### src/verilog/css_defines.svh
// Offsets, field positions, reset values and timing figures for the clock block.
// Assumes a 100 MHz sys_clk and 32-bit word-aligned register offsets.
`ifndef CSS_DEFINES_SVH
`define CSS_DEFINES_SVH

`define CSS_CLK_MHZ      100
`define CSS_SRC_EXT      4'h0
`define CSS_SRC_RC       4'h2
`define CSS_SRC_LF       4'h3
`define CSS_DLY_FAST     2'h1
`define CSS_DLY_SLOW     2'h2
`define CSS_CK_WAKE      5'h06
`define CSS_CK_RESET     5'h0e
`define CSS_T_RC_FAST_US 4100
`define CSS_T_RC_SLOW_US 65000
`define CSS_T_LF_FAST_US 4000
`define CSS_T_LF_SLOW_US 64000
`define CSS_PS_DIV1      4'h0
`define CSS_PS_DIV8      4'h3
`define CSS_PS_MAX       4'h8
`define CSS_REG_TRIM     4'h0
`define CSS_REG_ASYNC    4'h4
`define CSS_REG_PRESC    4'h8
`define CSS_REG_STATUS   4'hc
`define CSS_ASYNC_EXT    0
`define CSS_RESP_OKAY    2'h0
`define CSS_RESP_SLVERR  2'h2

`endif

### src/verilog/css_pkg.sv
// Types shared by the clock source and start-up block.
// Assumes css_defines.svh is compiled alongside.
package css_pkg;

    typedef enum logic [2:0] {
        CSS_LOAD, CSS_TIMEOUT, CSS_COUNT, CSS_RUN, CSS_SLEEP
    } css_state_t;

    typedef struct packed {
        logic [7:0] cnt;
        logic       tick;
        logic       level;
    } css_ps_t;

    typedef struct packed {
        css_state_t  state;
        logic [3:0]  fuse_src;
        logic [1:0]  fuse_dly;
        logic        fuse_div8;
        logic [7:0]  trim;
        logic        tosc_ext;
        logic [3:0]  presc;
        logic [22:0] tmo;
        logic [4:0]  ckcnt;
        logic        src_prev;
        logic        wdt_prev;
        logic        tosc_prev;
        logic        txtal_prev;
        logic        sys_tick;
        logic        t2_tick;
        logic        wdt_tick;
        logic        done;
        logic        awready;
        logic        wready;
        logic        aw_got;
        logic        w_got;
        logic [3:0]  waddr;
        logic [7:0]  wdata;
        logic        wlane;
        logic        bvalid;
        logic [1:0]  bresp;
        logic        arready;
        logic        rvalid;
        logic [7:0]  rdata;
        logic [1:0]  rresp;
    } css_top_t;

endpackage

### src/verilog/css_clock_ctrl.sv
// Clock source select, start-up delay, trim and prescaler control.
// Assumes fuses and oscillators arrive as asynchronous levels; AXI4-Lite on sys_clk.
//
// How it works
// - Source code 0010 selects the internal calibrated RC oscillator, factory default.
// - Every reset loads the factory 3V trim byte into the trim register.
// - Software may overwrite the trim register, e.g. with the 5V trim byte.
// - Watchdog tick never depends on the selected source; the reset time-out only tells 128 kHz from the rest.
// - RC: 6 cycles from sleep, 14 from reset, plus 0, 4.1 or 65 ms.
// - Source code 0011 selects the 128 kHz internal oscillator.
// - 128 kHz: 6 cycles from sleep, 14 from reset, plus 0, 4 or 64 ms.
// - Source code 0000 takes the clock from the primary input pin.
// - External: 6 cycles from sleep, 14 from reset, plus 0, 4.1 or 65 ms.
// - Timer 2 runs from the watch crystal, or the timer pin when selected.
// - With the clock-output fuse set the system clock drives the output pin.
// - That clock output keeps running during reset too.
// - The output pin carries the prescaled clock, or the raw source while in reset and load.
// - The divide-by-eight fuse makes the start-up division eight.
// - Prescaler select resets to 0011 with that fuse, else 0000.
//
// The AXI4-Lite interface to the registers and the address map are this design's own decisions.
`include "css_defines.svh"
module css_clock_ctrl
    import css_pkg::*;
#(
    parameter int TO_RC_FAST = `CSS_T_RC_FAST_US * `CSS_CLK_MHZ,
    parameter int TO_RC_SLOW = `CSS_T_RC_SLOW_US * `CSS_CLK_MHZ,
    parameter int TO_LF_FAST = `CSS_T_LF_FAST_US * `CSS_CLK_MHZ,
    parameter int TO_LF_SLOW = `CSS_T_LF_SLOW_US * `CSS_CLK_MHZ
) (
    // Clock and reset
    input  wire logic        sys_clk,
    input  wire logic        nrst,
    // Fuses, programmed reads high
    input  wire logic [3:0]  clock_source_fuse_field,
    input  wire logic [1:0]  startup_time_fuse_field,
    input  wire logic        divide_by_eight_fuse,
    input  wire logic        clock_output_fuse,
    input  wire logic [7:0]  factory_trim_3v,
    // Oscillators and clock pins
    input  wire logic        rc_osc_clk,
    input  wire logic        lf_osc_clk,
    input  wire logic        wdt_osc_clk,
    input  wire logic        primary_clock_input_pin,
    input  wire logic        timer_osc_input_pin,
    input  wire logic        timer_xtal_clk,
    // Power control
    input  wire logic        sleep_req,
    input  wire logic        wake_req,
    // Clock results
    output logic [7:0]       rc_trim,
    output logic             sys_clk_enable,
    output logic             startup_done,
    output logic             timer2_tick,
    output logic             wdt_tick,
    output logic             clock_output_pin,
    output logic             clock_output_oe,
    // AXI4-Lite write
    input  wire logic        s_axi_awvalid,
    output logic             s_axi_awready,
    input  wire logic [3:0]  s_axi_awaddr,
    input  wire logic        s_axi_wvalid,
    output logic             s_axi_wready,
    input  wire logic [31:0] s_axi_wdata,
    input  wire logic [3:0]  s_axi_wstrb,
    output logic             s_axi_bvalid,
    input  wire logic        s_axi_bready,
    output logic [1:0]       s_axi_bresp,
    // AXI4-Lite read
    input  wire logic        s_axi_arvalid,
    output logic             s_axi_arready,
    input  wire logic [3:0]  s_axi_araddr,
    output logic             s_axi_rvalid,
    input  wire logic        s_axi_rready,
    output logic [31:0]      s_axi_rdata,
    output logic [1:0]       s_axi_rresp
);
    css_top_t s;
    css_top_t next_s;

    logic [21:0] sync_q;
    logic [3:0]  src_s;
    logic [1:0]  dly_s;
    logic        div8_s;
    logic        clkout_s;
    logic [7:0]  trim_s;
    logic        rc_s;
    logic        lf_s;
    logic        wdt_s;
    logic        xtal_s;
    logic        tosc_s;
    logic        txtal_s;
    logic        src_level;
    logic        src_rise;
    logic        ps_tick;
    logic        ps_level;
    logic        wr_fire;
    logic        ck_pin;
    logic        ck_oe;

    css_sync #(
        .W (22)
    ) u_sync (
        .sys_clk (sys_clk),
        .d       ({clock_source_fuse_field, startup_time_fuse_field,
                   divide_by_eight_fuse, clock_output_fuse, factory_trim_3v,
                   rc_osc_clk, lf_osc_clk, wdt_osc_clk, primary_clock_input_pin,
                   timer_osc_input_pin, timer_xtal_clk}),
        .q       (sync_q)
    );

    assign {src_s, dly_s, div8_s, clkout_s, trim_s,
            rc_s, lf_s, wdt_s, xtal_s, tosc_s, txtal_s} = sync_q;

    // Unsupported source codes run from the RC oscillator
    always_comb begin
        case (s.fuse_src)
            `CSS_SRC_EXT: src_level = xtal_s;
            `CSS_SRC_LF:  src_level = lf_s;
            default:      src_level = rc_s;
        endcase
    end

    // Period jumps above 2% only while held in reset
    assign src_rise = src_level & ~s.src_prev;

    css_prescaler u_presc (
        .sys_clk   (sys_clk),
        .nrst      (nrst),
        .src_level (src_level),
        .src_rise  (src_rise),
        .sel       (s.presc),
        .tick      (ps_tick),
        .level     (ps_level)
    );

    // Reserved start-up code 11 is treated like 00
    function automatic logic [22:0] css_timeout(input logic [3:0] src,
                                                input logic [1:0] dly);
        int t;
        t = 0;
        if (src == `CSS_SRC_LF) begin
            if (dly == `CSS_DLY_FAST) t = TO_LF_FAST;
            else if (dly == `CSS_DLY_SLOW) t = TO_LF_SLOW;
        end else begin
            if (dly == `CSS_DLY_FAST) t = TO_RC_FAST;
            else if (dly == `CSS_DLY_SLOW) t = TO_RC_SLOW;
        end
        return t[22:0];
    endfunction

    function automatic logic [7:0] css_read(input logic [3:0] a, input css_top_t r);
        logic [7:0] v;
        v = 8'h00;
        if (a == `CSS_REG_TRIM) begin
            v = r.trim;
        end else if (a == `CSS_REG_ASYNC) begin
            v = 8'(r.tosc_ext) << `CSS_ASYNC_EXT;
        end else if (a == `CSS_REG_PRESC) begin
            v = {4'h0, r.presc};
        end else if (a == `CSS_REG_STATUS) begin
            v = {r.fuse_src, r.fuse_dly, r.fuse_div8, r.done};
        end
        return v;
    endfunction

    function automatic logic css_mapped(input logic [3:0] a);
        return a == `CSS_REG_TRIM || a == `CSS_REG_ASYNC
            || a == `CSS_REG_PRESC || a == `CSS_REG_STATUS;
    endfunction

    assign wr_fire = s.aw_got && s.w_got && !s.bvalid;

    always_comb begin
        next_s            = s;
        next_s.src_prev   = src_level;
        next_s.wdt_prev   = wdt_s;
        next_s.tosc_prev  = tosc_s;
        next_s.txtal_prev = txtal_s;
        // Watchdog tick is independent of the chosen source
        next_s.wdt_tick   = wdt_s & ~s.wdt_prev;
        next_s.t2_tick    = s.tosc_ext ? (tosc_s & ~s.tosc_prev)
                                       : (txtal_s & ~s.txtal_prev);
        next_s.sys_tick   = 1'b0;

        // Bus writes; the fuse load below takes priority in its cycle
        if (s_axi_awvalid && s.awready) begin
            next_s.aw_got = 1'b1;
            next_s.waddr  = {s_axi_awaddr[3:2], 2'b00};
        end
        if (s_axi_wvalid && s.wready) begin
            next_s.w_got = 1'b1;
            next_s.wdata = s_axi_wdata[7:0];
            next_s.wlane = s_axi_wstrb[0];
        end
        if (wr_fire) begin
            next_s.aw_got = 1'b0;
            next_s.w_got  = 1'b0;
            next_s.bvalid = 1'b1;
            next_s.bresp  = css_mapped(s.waddr) ? `CSS_RESP_OKAY : `CSS_RESP_SLVERR;
            if (s.wlane) begin
                if (s.waddr == `CSS_REG_TRIM) begin
                    next_s.trim = s.wdata;
                end else if (s.waddr == `CSS_REG_ASYNC) begin
                    next_s.tosc_ext = s.wdata[`CSS_ASYNC_EXT];
                end else if (s.waddr == `CSS_REG_PRESC) begin
                    next_s.presc = s.wdata[3:0];
                end
            end
        end
        if (s.bvalid && s_axi_bready) begin
            next_s.bvalid = 1'b0;
        end
        next_s.awready = !next_s.aw_got && !next_s.bvalid;
        next_s.wready  = !next_s.w_got && !next_s.bvalid;

        // Bus reads
        if (s_axi_arvalid && s.arready) begin
            next_s.rvalid = 1'b1;
            next_s.rdata  = css_read({s_axi_araddr[3:2], 2'b00}, s);
            next_s.rresp  = css_mapped({s_axi_araddr[3:2], 2'b00})
                          ? `CSS_RESP_OKAY : `CSS_RESP_SLVERR;
        end else if (s.rvalid && s_axi_rready) begin
            next_s.rvalid = 1'b0;
        end
        next_s.arready = !next_s.rvalid;

        // Start-up sequence
        case (s.state)
            CSS_LOAD: begin
                next_s.fuse_src  = src_s;
                next_s.fuse_dly  = dly_s;
                next_s.fuse_div8 = div8_s;
                next_s.trim      = trim_s;
                next_s.presc     = div8_s ? `CSS_PS_DIV8 : `CSS_PS_DIV1;
                next_s.tmo       = css_timeout(src_s, dly_s);
                next_s.state     = CSS_TIMEOUT;
            end
            CSS_TIMEOUT: begin
                // Counted on sys_clk, not on the selected source
                if (s.tmo == 23'h000000) begin
                    next_s.ckcnt = `CSS_CK_RESET;
                    next_s.state = CSS_COUNT;
                end else begin
                    next_s.tmo = s.tmo - 23'h000001;
                end
            end
            CSS_COUNT: begin
                if (src_rise) begin
                    if (s.ckcnt <= 5'h01) begin
                        next_s.state = CSS_RUN;
                    end else begin
                        next_s.ckcnt = s.ckcnt - 5'h01;
                    end
                end
            end
            CSS_RUN: begin
                if (sleep_req) begin
                    next_s.state = CSS_SLEEP;
                end else begin
                    next_s.sys_tick = ps_tick;
                end
            end
            CSS_SLEEP: begin
                if (wake_req) begin
                    next_s.ckcnt = `CSS_CK_WAKE;
                    next_s.state = CSS_COUNT;
                end
            end
            default: begin
                next_s.state = CSS_LOAD;
            end
        endcase
        next_s.done = (next_s.state == CSS_RUN);
    end

    always_ff @(posedge sys_clk or negedge nrst) begin
        if (!nrst) begin
            s          <= '0;
            s.state    <= CSS_LOAD;
            s.fuse_src <= `CSS_SRC_RC;
            s.awready  <= 1'b1;
            s.wready   <= 1'b1;
            s.arready  <= 1'b1;
        end else begin
            s <= next_s;
        end
    end

    // Not reset on purpose: the clock must keep reaching the pin in reset
    always_ff @(posedge sys_clk) begin
        ck_oe  <= clkout_s;
        // Prescaler is held in reset, so the raw source stands in
        ck_pin <= (s.state == CSS_LOAD) ? src_level : ps_level;
    end

    assign clock_output_pin = ck_pin;
    assign clock_output_oe  = ck_oe;
    assign rc_trim        = s.trim;
    assign sys_clk_enable = s.sys_tick;
    assign startup_done   = s.done;
    assign timer2_tick    = s.t2_tick;
    assign wdt_tick       = s.wdt_tick;
    assign s_axi_awready  = s.awready;
    assign s_axi_wready   = s.wready;
    assign s_axi_bvalid   = s.bvalid;
    assign s_axi_bresp    = s.bresp;
    assign s_axi_arready  = s.arready;
    assign s_axi_rvalid   = s.rvalid;
    assign s_axi_rdata    = {24'h000000, s.rdata};
    assign s_axi_rresp    = s.rresp;
endmodule

### src/verilog/css_prescaler.sv
// System clock prescaler: divides the selected source by 2^sel for sel up to 8, else by 256.
// Assumes src_rise is a one-cycle pulse per source period.
`include "css_defines.svh"
module css_prescaler
    import css_pkg::*;
(
    // Clock and reset
    input  wire logic       sys_clk,
    input  wire logic       nrst,
    // Source
    input  wire logic       src_level,
    input  wire logic       src_rise,
    input  wire logic [3:0] sel,
    // Divided clock
    output logic            tick,
    output logic            level
);
    css_ps_t r;
    css_ps_t next_r;

    // Reserved codes fall back to the largest factor, the safe side
    function automatic logic [7:0] css_factor_m1(input logic [3:0] s);
        logic [8:0] f;
        f = 9'h1ff;
        if (s <= `CSS_PS_MAX) begin
            f = 9'(9'h001 << s) - 9'h001;
        end
        return f[7:0];
    endfunction

    logic [7:0] m1;

    always_comb begin
        m1         = css_factor_m1(sel);
        next_r     = r;
        next_r.tick = 1'b0;
        if (src_rise) begin
            next_r.tick = (r.cnt >= m1);
            next_r.cnt  = (r.cnt >= m1) ? 8'h00 : r.cnt + 8'h01;
        end
        // Divide by one passes the source straight through
        next_r.level = (m1 == 8'h00) ? src_level : (next_r.cnt <= (m1 >> 1));
    end

    always_ff @(posedge sys_clk or negedge nrst) begin
        if (!nrst) begin
            r <= '0;
        end else begin
            r <= next_r;
        end
    end

    assign tick  = r.tick;
    assign level = r.level;
endmodule

### src/verilog/css_sync.sv
// Two-stage synchroniser for a bundle of asynchronous levels.
// No reset: the output settles two sys_clk edges after power-up.
module css_sync #(
    parameter int W = 1
) (
    // Clock
    input  wire logic         sys_clk,
    // Levels
    input  wire logic [W-1:0] d,
    output logic      [W-1:0] q
);
    typedef struct packed {
        logic [W-1:0] s1;
        logic [W-1:0] s2;
    } css_sync_st_t;

    css_sync_st_t r;
    css_sync_st_t next_r;

    always_comb begin
        next_r    = r;
        next_r.s1 = d;
        next_r.s2 = r.s1;
    end

    always_ff @(posedge sys_clk) begin
        r <= next_r;
    end

    assign q = r.s2;
endmodule
### config.mk
export PLATFORM = sky130hd
export DESIGN_NAME = css_clock_ctrl
export DESIGN_NICKNAME = d
export VERILOG_FILES = /design/src/verilog/css_pkg.sv /design/src/verilog/css_clock_ctrl.sv /design/src/verilog/css_prescaler.sv /design/src/verilog/css_sync.sv
export VERILOG_INCLUDE_DIRS = /design/src /design/src/verilog
export SDC_FILE = /design/constraint.sdc
export NUM_CORES = 1
export LEC_CHECK = 0
export BUFFER_PORTS_ARGS = -buffer_cell sky130_fd_sc_hd__buf_2
export CAP_MARGIN = 10
export CORE_MARGIN = 4
export CORE_UTILIZATION = 61
export CTS_BUF_LIST = sky130_fd_sc_hd__clkbuf_8
export CTS_CLUSTER_DIAMETER = 40
export DETAILED_ROUTE_END_ITERATION = 10
export GPL_TIMING_DRIVEN = 0
export PLACE_DENSITY_LB_ADDON = 0.12
export SYNTH_ARGS = -nofsm -noshare
export SYNTH_HDL_FRONTEND = slang
export SYNTH_SLANG_ARGS = --single-unit
### constraint.sdc
create_clock -name sys_clk -period 5.85 [get_ports sys_clk]
set_input_delay 0.585 -clock sys_clk [delete_from_list [all_inputs] [get_ports sys_clk]]
set_output_delay 0.585 -clock sys_clk [all_outputs]
set_load 0.05 [all_outputs]
# Word-level counts from Yosys, hierarchy flattened

Index checks and enable logic that the tools add are counted.

Output and inout port bits: 55
Register bits: 145
Word-level logic and storage cells: 164

Shift operators: 1
Multiplexer cells: 50
Reductions and logical operators: 37
Eq/ne operators: 22
$lt $le $gt $ge: 4
Add/sub/neg operators: 4
Bitwise logic cells: 9

Operators with widths:

| cell                  | count |
|---|---|
| $mux 23               | 6 |
| $mux 8                | 8 |
| $pmux 23 s2           | 1 |
| $mux 13               | 2 |
| $mux 5                | 5 |
| $logic_not 23->1      | 1 |
| $sub 23x1->23 const B | 1 |
| $mux 3                | 6 |
| $pmux 3 s5            | 1 |
| $pmux 5 s3            | 1 |
| $mux 4                | 3 |
| $mux 1                | 11 |
| $eq 2x2->1 const B    | 5 |
| $ne 2x2->1 const B    | 5 |
| $reduce_and 5->1      | 2 |
| $reduce_bool 2->1     | 5 |
| $eq 3x2->1 const B    | 3 |
| $logic_and 1x1->1     | 9 |
| $mux 9                | 1 |
| $add 8x1->8 const B   | 1 |
| $eq 4x2->1 const B    | 2 |
| $ge 8x8->1            | 1 |
| $le 8x7->1            | 1 |
| $logic_not 4->1       | 2 |
| 22 further kinds      | 44 |

# Longest topological paths before layout

Gate-level depths: netlist of run 1.

Word-level depth: 9
Gate-level depth with buffers: 23
Depth with buffers taken out: 22

# By module

From an unflattened synthesis of run 1, not the netlist that was laid out.

Cells, all modules: 636
Area total of the unflattened synthesis: 6536.3 um^2

By module, submodules not included:

| module         | cells an instance | times used | seq. area each (um^2) | area an instance (um^2) |
|---|---|---|---|---|
| css_clock_ctrl | 484               | 1          | 2222.1                | 4688.2 |
| css_prescaler  | 108               | 1          | 250.2                 | 967.2 |
| css_sync       | 44                | 1          | 880.8                 | 880.8 |

# Least setup slack after synthesis of run 1

Ideal clock, no wire load.

Path type: reg-to-reg
From: reg s[70] (netlist bit)
To: reg u_presc.r (netlist bit u_presc.level)
Period minus slack after synthesis: 3.982 ns
Stages on the path, launching flop included: 24
Slack: 1.868 ns
Buffers on the path: 1
Arrival: 3.899 ns
Cells stage by stage: dfrtp_1 clkbuf_1 nor2_1 nand3b_1 ha_1 nand2_1 nand3_1 o21ai_0 o21ai_0 a22o_1 ha_1 and2_1 a221oi_1 o21ai_1 nor2_1 nand2_1 o21ai_0 ha_1 o21a_1 o31ai_1 a21oi_1 o31ai_1 nand2_1 o22ai_1

RTL lines:

| element                | line                  | RTL |
|---|---|---|
| from (decl)            | css_clock_ctrl.sv:78  | `css_top_t s;` |
| from (signal assigned) | css_clock_ctrl.sv:286 | `s <= next_s;` |
| to (signal assigned)   | css_prescaler.sv:49   | `r <= next_r;` |
| to (decl)              | css_prescaler.sv:18   | `css_ps_t r;` |

==> metrics.yaml, run 1 <==
placement:
  hpwlAfterDp_mm: 10.3
  port_buffers: 71
  pre_cts_ws_ps: 1060
  gp_congestion: 0.887
clock_network:
  clk_pin_slew_ps: 80
  insertion_delay_ps: 450
  cts_tree: "done"
  clk_path_buf_depth: 2
  htree_levels: 4
  cts_root_buf: "clkbuf_8"
  cts_setup_buffers: 0
  cts_hold_buf: 0
  cts_sinks: 143
  cts_buffers: 17
  ctsResizeCount: 0
global_route:
  grt_use_total_pct: 23.2
  grt_pass1_wl_mm: 23.4
  grt_overflow: 0
  grt_pass1_vias: 4942
  grt_max_degree: 62
  antenna_found_initial: 0
worst_setup_path:
  cp.arrival_ps: 5280
  max_stage_delay_ps: 390
  path_delay_family: "compound AO/OA/AOI/OAI gates"
  cp-end-kind: "flip-flop"
  critPathRequiredTime_ps: 6220
  critPathMaxFanout: 10
  cp_slowest_cell: "nor2_1"
  path_class: "reg2reg"
  crit_chain: "clkbuf_1 -> nor2_1 -> nand3b_1 -> ha_1 -> nand2_1 -> nand3_1 -> o21ai_0 -> o21ai_0 -> a22o_1 -> ha_1 -> and2_1 -> a221oi_1 -> o21ai_1 -> nor2_1 -> nand2_1 -> o21ai_0 -> ha_1 -> o21a_1 -> o31ai_1 -> a21oi_1 -> o31ai_1 -> nand2_1 -> o22ai_1"
  cp-start-kind: "flip-flop"
  path_buf_inv: 1
synthesis:
  synth-edff-count: 0
  synthFlopType: "dfrtp_1"
  ys_seq_area_share_pct: 51.6
  synth_cell_types: 64
  synth-async-reset-ratio_pct: 67.8
  synth_warnings: 0
  synth_top_area_share_pct: 35.8
  synth_area_leaders: "dfrtp_1 (36%), dfxtp_1 (14%), buf_4 (5.1%), nand2_1 (4.3%), ha_1 (4.2%)"
  syn_inst: 653
  syn_area_um2: 6500
  yosys.area.top_type: "dfrtp_1"
  ys_ff_latch: 143
  synth_most_common_cell: "dfrtp_1"
  postSynthAreaPerCell_um2: 9.96
  yosys-top-cells-count: "dfrtp_1 (93), nand2_1 (75), o21ai_0 (54)"
floorplan:
  die_h_um: 111
  io_pins: 130
  die_area_um2: 12400
  core_um2: 10400
  die_w_um: 111
  start_util_pct: 62.7
  rows: 37
cells_and_area:
  n_antenna_cell: 0
  fin_util_pct: 72.7
  syn2layout_area_growth_pct: 16.0
  fin_nets: 866
  drive_above_1_share_pct: 23.8
timing:
  tns_ps: 0
  finalClockSkew_ps: 11.0
  period_minus_slack_ps: 4910
  fmax_ghz: 0.204
  rsz0062_at_grt: "no"
  slew_headroom_pct: 61.2
  whs_ps: 105
  worstMarginPinSlew_ps: 578
  slew_viol_final: 0
  hold_viol: 0
  period_share_pct: 84.0
  setup_viol_count_final: 0
  worst_slack_ps: 939
power_and_ir_drop:
  cellPowerDensity_nw_per_um2: 517
  ir_drop_mv: 0.327
  leakage_nw: 3.62
drt:
  wl_per_cell_um: 15.3
  drc: 0
  firstDrtPassIters: 5
  antenna_violating_nets_post_route: 0
  vias: 5144
  vias_per_cell: 5.60
  drt-total-wl_mm: 14.0
  drt-initial-drc-count: 335
flow_run:
  maxCapViolCount: 0
min_path:
  worstHoldPathType: "in2async"
status:
  status: "complete, no violations"
layout make-up:
| class | instances | area, µm² |
|---|---|---|
| sequential | 143 | 3350 |
| fill | 808 | 2830 |
| multi-input combinational | 445 | 2740 |
| buffer | 66 | 419 |
| timing repair buffer | 72 | 385 |
| clock buffer | 19 | 262 |
| tap | 136 | 170 |
| clock inverter | 13 | 129 |
| inverter | 24 | 90.1 |
layout by cell type (no fill, tap or decap), types with 5 or more instances in the layout:
cell type  count
a21oi_1       29
and3_1        12
inv_1         25
nor3_1         9
clkbuf_8      19
a22oi_1        8
conb_1        26
and2_1         6
a31oi_1        7
o31ai_1        9
buf_4         45
nand2_1       75
o21ai_0       54
nand4_1        5
dfxtp_1       46
ha_1          22
nand3_1       16
o22a_1         8
buf_2         75
nor4_1         6
nor2b_1        9
a22o_1         6
dfrtp_1       93
nor2_1        50
clkbuf_1      17
mux2_2        15
worst reg2reg max path: cells and delay by family, from the launching register on:
kind | cells | cell delay, ps
AO/OA/AOI/OAI | 11 | 2070
AND/OR/NAND/NOR | 8 | 1320
flip-flops | 1 | 370
buffers and inverters | 1 | 210
adder cells (fa/ha/maj) | 3 | 870
registers in the layout, summed over array words and instances, names as in the netlist, 8 cells and up:
| name | flops |
|---|---|
| s | 60 |
| u_sync.next_r | 22 |
| u_sync.q | 22 |
| rc_trim | 8 |
| s_axi_rdata | 8 |
| u_presc.r | 8 |
power breakdown:
part | switching [mW] | leakage (nW) | internal, mW | total [mW]
registers | 0.247 | 1.60 | 1.26 | 1.50
clock network | 0.396 | 0.199 | 0.368 | 0.764
logic | 1.01 | 1.81 | 0.627 | 1.63
per-stage QoR:
| stage | std cells | power, mW | cell area (µm²) |
|---|---|---|---|
| finish | 918 | 3.90 | 7540 |
| global route | 918 | 4.17 | 7540 |
| CTS | 918 | 3.90 | 7540 |
| detailed placement | 886 | 3.13 | 7150 |
| global placement | 885 | 3.05 | 7120 |
| floorplan | 678 | 2.73 | 6600 |
metal layers:
layer	part of all wire, %	vias to the layer above	GRT usage, %	routed length [µm]
li1	-	2461	-	-
met1	42	2466	29.9	5940
met2	49	194	38.2	6910
met3	6.5	23	5.73	917
met4	1.7	0	8.84	235
met5	0	-	0	0
kinds of logic (layout without fill, tap and decap cells):
kind of cell             count (synthesis)  in the layout  share of synthesized area, %
AO/OA/AOI/OAI                          151            151                          14.8
XOR/XNOR                                 8              8                          1.08
adder cells (fa/ha/maj)                 22             22                          4.23
buffers and inverters                   90            194                          7.83
flip-flops                             143            143                          51.6
multiplexers                            18             18                          3.25
other                                    1             26                        0.0577
AND/OR/NAND/NOR                        220            220                          17.2
worst paths after layout:
| check | startpoint | to | slack [ps] | cells after the start |
|---|---|---|---|---|
| max reg2reg | s[70]$_DFFE_PN0P_ | u_presc.level$_DFF_PN0_ | 940 | 23 |
| min in group sys_clk | clock_source_fuse_field[1] | u_sync.next_r[19]$_DFF_P_ | 230 | 1 |
| min reg2reg | u_sync.next_r[15]$_DFF_P_ | u_sync.q[15]$_DFF_P_ | 330 | 0 |
| max | s[70]$_DFFE_PN0P_ | u_presc.level$_DFF_PN0_ | 940 | 23 |
| min | nrst | timer2_tick$_DFF_PN0_ | 100 | 1 |
| max in group asynchronous | nrst | s_axi_awready$_DFF_PN1_ | 5040 | 2 |
Note: power is estimated with default switching activity, not from simulation.
==> run 2, diff against run 1 <==
Settings changed: ABC_AREA set to 1, CORE_UTILIZATION 61 to 57.
Clock period 5.85 ns to 4.8 ns, I/O delays scaled along.
==> metrics.yaml, run 2 <==
worst_setup_path:
  reg2reg_from: "s[71]$_DFFE_PN0P_"
  reg2regPathDepth: 21  # -8.7%
  critPathRequiredTime_ps: 5190  # -1030 ps
  crit_start: "s[71]$_DFFE_PN0P_"
  cp.arrival_ps: 4050  # -1230 ps
  crit_end: "u_presc.level$_DFF_PN0_"
  path_class: "reg2reg"
  critPathMaxFanout: 8  # -2
  cp-start-kind: "flip-flop"
  cp-end-kind: "flip-flop"
  r2r_end: "u_presc.level$_DFF_PN0_"
  r2r_slack_ps: 1140  # +200 ps
drt:
  antenna_violating_nets_post_route: 0  # unchanged
  drc: 0  # unchanged
  drt-total-wl_mm: 14.9  # +6.3%
  vias: 5626  # +9.4%
  firstDrtPassIters: 4  # -1
  vias_per_cell: 5.11  # -8.7%
  wl_per_cell_um: 13.5  # -11%
  drt-initial-drc-count: 424  # +27%
power_and_ir_drop:
  total_switching_power_mw: 2.17  # +32%
  power.internal_mw: 2.68  # +19%
  leakage_nw: 4.11  # +14%
  clockPowerShare_pct: 18.9  # -0.7 points
  ir_drop_mv: 0.424  # +30%
  cellPowerDensity_nw_per_um2: 626  # +21%
  seqPwrFrac_pct: 37.5  # -1.0 points
  combPwrFrac_pct: 43.6  # +1.7 points
  p_total_mw: 4.86  # +25%
  sw_frac_of_total_pct: 44.8  # +2.5 points
synthesis:
  synthXorXnorAreaFrac_pct: 0.913  # -0.16 points
  ys_ff_latch: 143  # unchanged
  synth_top_area_share_pct: 34.7  # -1.1 points
  synth_cell_types: 40  # -38%
  yosys-mux-area-fraction_pct: 0  # -3.3 points
  synth-async-reset-ratio_pct: 67.8  # unchanged
  yosys-top-cells-count: "nand2_1 (198), nor2_1 (97), inv_1 (96)"
  postSynthAreaPerCell_um2: 8.12  # -18%
  synth_warnings: 0  # unchanged
  synth_area_leaders: "dfrtp_1 (35%), dfxtp_1 (14%), nand2_1 (11%), nor2_1 (5.4%), inv_1 (5.4%)"
  synth-simple-area-share_pct: 23.6  # +6.4 points
  ys_seq_area_share_pct: 49.9  # -1.6 points
  yosys.area.top_type: "dfrtp_1"
  syn_area_um2: 6710  # +3.2%
  synthFlopType: "dfrtp_1"
  synth_fa_ha_area_share_pct: 4.10  # -0.13 points
  synth_compound_area_share_pct: 9.73  # -5.0 points
  synth_top_family_by_area: "simple AND/OR/NAND/NOR gates"
  synth_most_common_cell: "nand2_1"
  syn_inst: 827  # +27%
  synth-edff-count: 0  # unchanged
timing:
  period_share_pct: 76.2  # -7.8 points
  setup_viol_count_final: 0  # unchanged
  fmax_ghz: 0.273  # +34%
  worst_slack_ps: 1140  # +204 ps
  worstMarginPinSlew_ps: 611  # +33.3 ps
  period_minus_slack_ps: 3660  # -1250 ps
  tns_ps: 0  # unchanged
  rsz0062_at_grt: "no"
  hold_viol: 0  # unchanged
  finalClockSkew_ps: 10.3  # -0.678 ps
  slew_viol_final: 0  # unchanged
  slew_headroom_pct: 59.2  # -2.0 points
floorplan:
  rows: 39  # +5.4%
  die_w_um: 117  # +4.7%
  die_area_um2: 13600  # +9.7%
  start_util_pct: 58.5  # -4.2 points
  io_pins: 130  # unchanged
  core_um2: 11500  # +11%
  die_h_um: 117  # +4.7%
clock_network:
  insertion_delay_ps: 460  # about the same
  htree_levels: 4  # unchanged
  cts_tree: "done"
  clk_path_buf_depth: 2  # unchanged
  cts_setup_buffers: 0  # unchanged
  cts_root_buf: "clkbuf_8"
  clk_pin_slew_ps: 80  # about the same
  cts_hold_buf: 0  # unchanged
  cts_sinks: 143  # unchanged
  ctsResizeCount: 0  # unchanged
  cts_buffers: 17  # unchanged
cells_and_area:
  fin_util_pct: 67.6  # -5.1 points
  final_common_cell: "nand2_1"
  syn2layout_area_growth_pct: 15.5
  regMostFlops: "s"
  largest_reg_flops: 60  # unchanged
  drive_above_1_share_pct: 18.9  # -4.9 points
  final_cells: 1100  # +20%
  layout_common_cells: "nand2_1 (198), nor2_1 (97), inv_1 (96)"
  n_antenna_cell: 0  # unchanged
  fin_nets: 1041  # +20%
  num-fill-cells: 968  # +20%
global_route:
  grt_overflow: 0  # unchanged
  antenna_found_initial: 0  # unchanged
  grt_use_total_pct: 23.5  # +0.25 points
  grt_max_degree: 52  # -16%
  grt_pass1_wl_mm: 24.7  # +5.7%
  grt_pass1_vias: 5371  # +8.7%
placement:
  placedCellCount: 1068  # +21%
  pre_cts_ws_ps: 1160  # +102 ps
  port_buffers: 72  # +1.4%
  gp_congestion: 0.911  # +2.7%
  hpwlAfterDp_mm: 11.5  # +11%
status:
  status: "complete, no violations"
flow_run:
  maxCapViolCount: 0  # unchanged
min_path:
  worstHoldPathType: "in2async"
==> run 2: cell types whose count changed after synthesis, moves of 9 or more <==
cell      previous run  this run
and3_1              12         0
clkbuf_1            17         3
inv_1               24        96
mux2_2              15         0
nand2_1             75       198
nand3_1             16        52
nor2_1              50        97
nor2b_1              9         0
==> run 2: per-layer routing <==
metal | up-vias | routed length [µm] | share of wire, % | track usage [%]
met5 | - | 0 | 0 | 0
met4 | 0 | 393 | 2.6 | 10.9
met3 | 37 | 877 | 5.9 | 5.75
met2 | 163 | 7060 | 47 | 36.6
met1 | 2604 | 6570 | 44 | 31.2
li1 | 2822 | - | - | -
==> run 2: power groups by stage <==
stage                     registers [mW]  logic, mW  clock network [mW]
after floorplan                     1.82       1.59                   0
after global placement              1.83       2.02                   0
after detailed placement            1.84       2.11                   0
after CTS                           1.82       2.12               0.945
after global routing                1.87       2.41               0.995
final                               1.82       2.12               0.916
==> run 2: worst min path at each step <==
stage                                   start                    endpoint  slack [ps]  depth (start not counted)
floorplan                                nrst      rc_trim[0]$_DFFE_PN0P_         180                          0
global placement    u_sync.next_r[15]$_DFF_P_        u_sync.q[15]$_DFF_P_         310                          0
detailed placement  u_sync.next_r[13]$_DFF_P_        u_sync.q[13]$_DFF_P_         310                          0
CTS                                      nrst  s_axi_rresp[1]$_DFFE_PN0P_          20                          1
global route                             nrst       timer2_tick$_DFF_PN0_          60                          1
finish                                   nrst  s_axi_rresp[1]$_DFFE_PN0P_          40                          1
==> run 2: kinds of logic (layout without fill, tap and decap cells) <==
group | after synthesis | after routing
AO/OA/AOI/OAI | 118 | 118
XOR/XNOR | 7 | 7
flip-flops | 143 | 143
buffers and inverters | 157 | 262
AND/OR/NAND/NOR | 379 | 379
adder cells (fa/ha/maj) | 22 | 22
other | 1 | 26
==> run 2: area by class of cell <==
cell class | count | area [µm²] | share of cell area, %
Clock inverter | 15 | 144 | 1.86
Inverter | 101 | 380 | 4.90
Multi-Input combinational cell | 552 | 2670 | 34.5
Timing Repair Buffer | 73 | 390 | 5.03
Clock buffer | 17 | 234 | 3.02
Sequential cell | 143 | 3350 | 43.2
Buffer | 56 | 402 | 5.18
Tap cell | 143 | 179 | 2.31
==> run 2: metrics by stage <==
stage          hold WS [ps]  area (µm²)
2_1_floorplan           184        6810
3_3_place_gp            313        7350
3_5_place_dp            312        7380
4_1_cts                18.4        7750
5_1_grt                56.4        7750
6_report               36.5        7750
==> run 2: critical path, stage by stage (launching register included) <==
cell and delay (ps):
dfrtp_1 430, nor2_1 430, nand3_1 150, ha_1 270, o211ai_1 120, a21oi_1 60
nor2_1 200, ha_1 270, nand2_1 90, o21a_1 200, nand2_1 120, o21ai_0 240
o21ai_0 120, inv_1 100, ha_1 250, a21oi_1 160, nand2_1 70, nand2_1 50
nand2_1 40, nand2_1 60, nand3_1 80, nand2_1 70
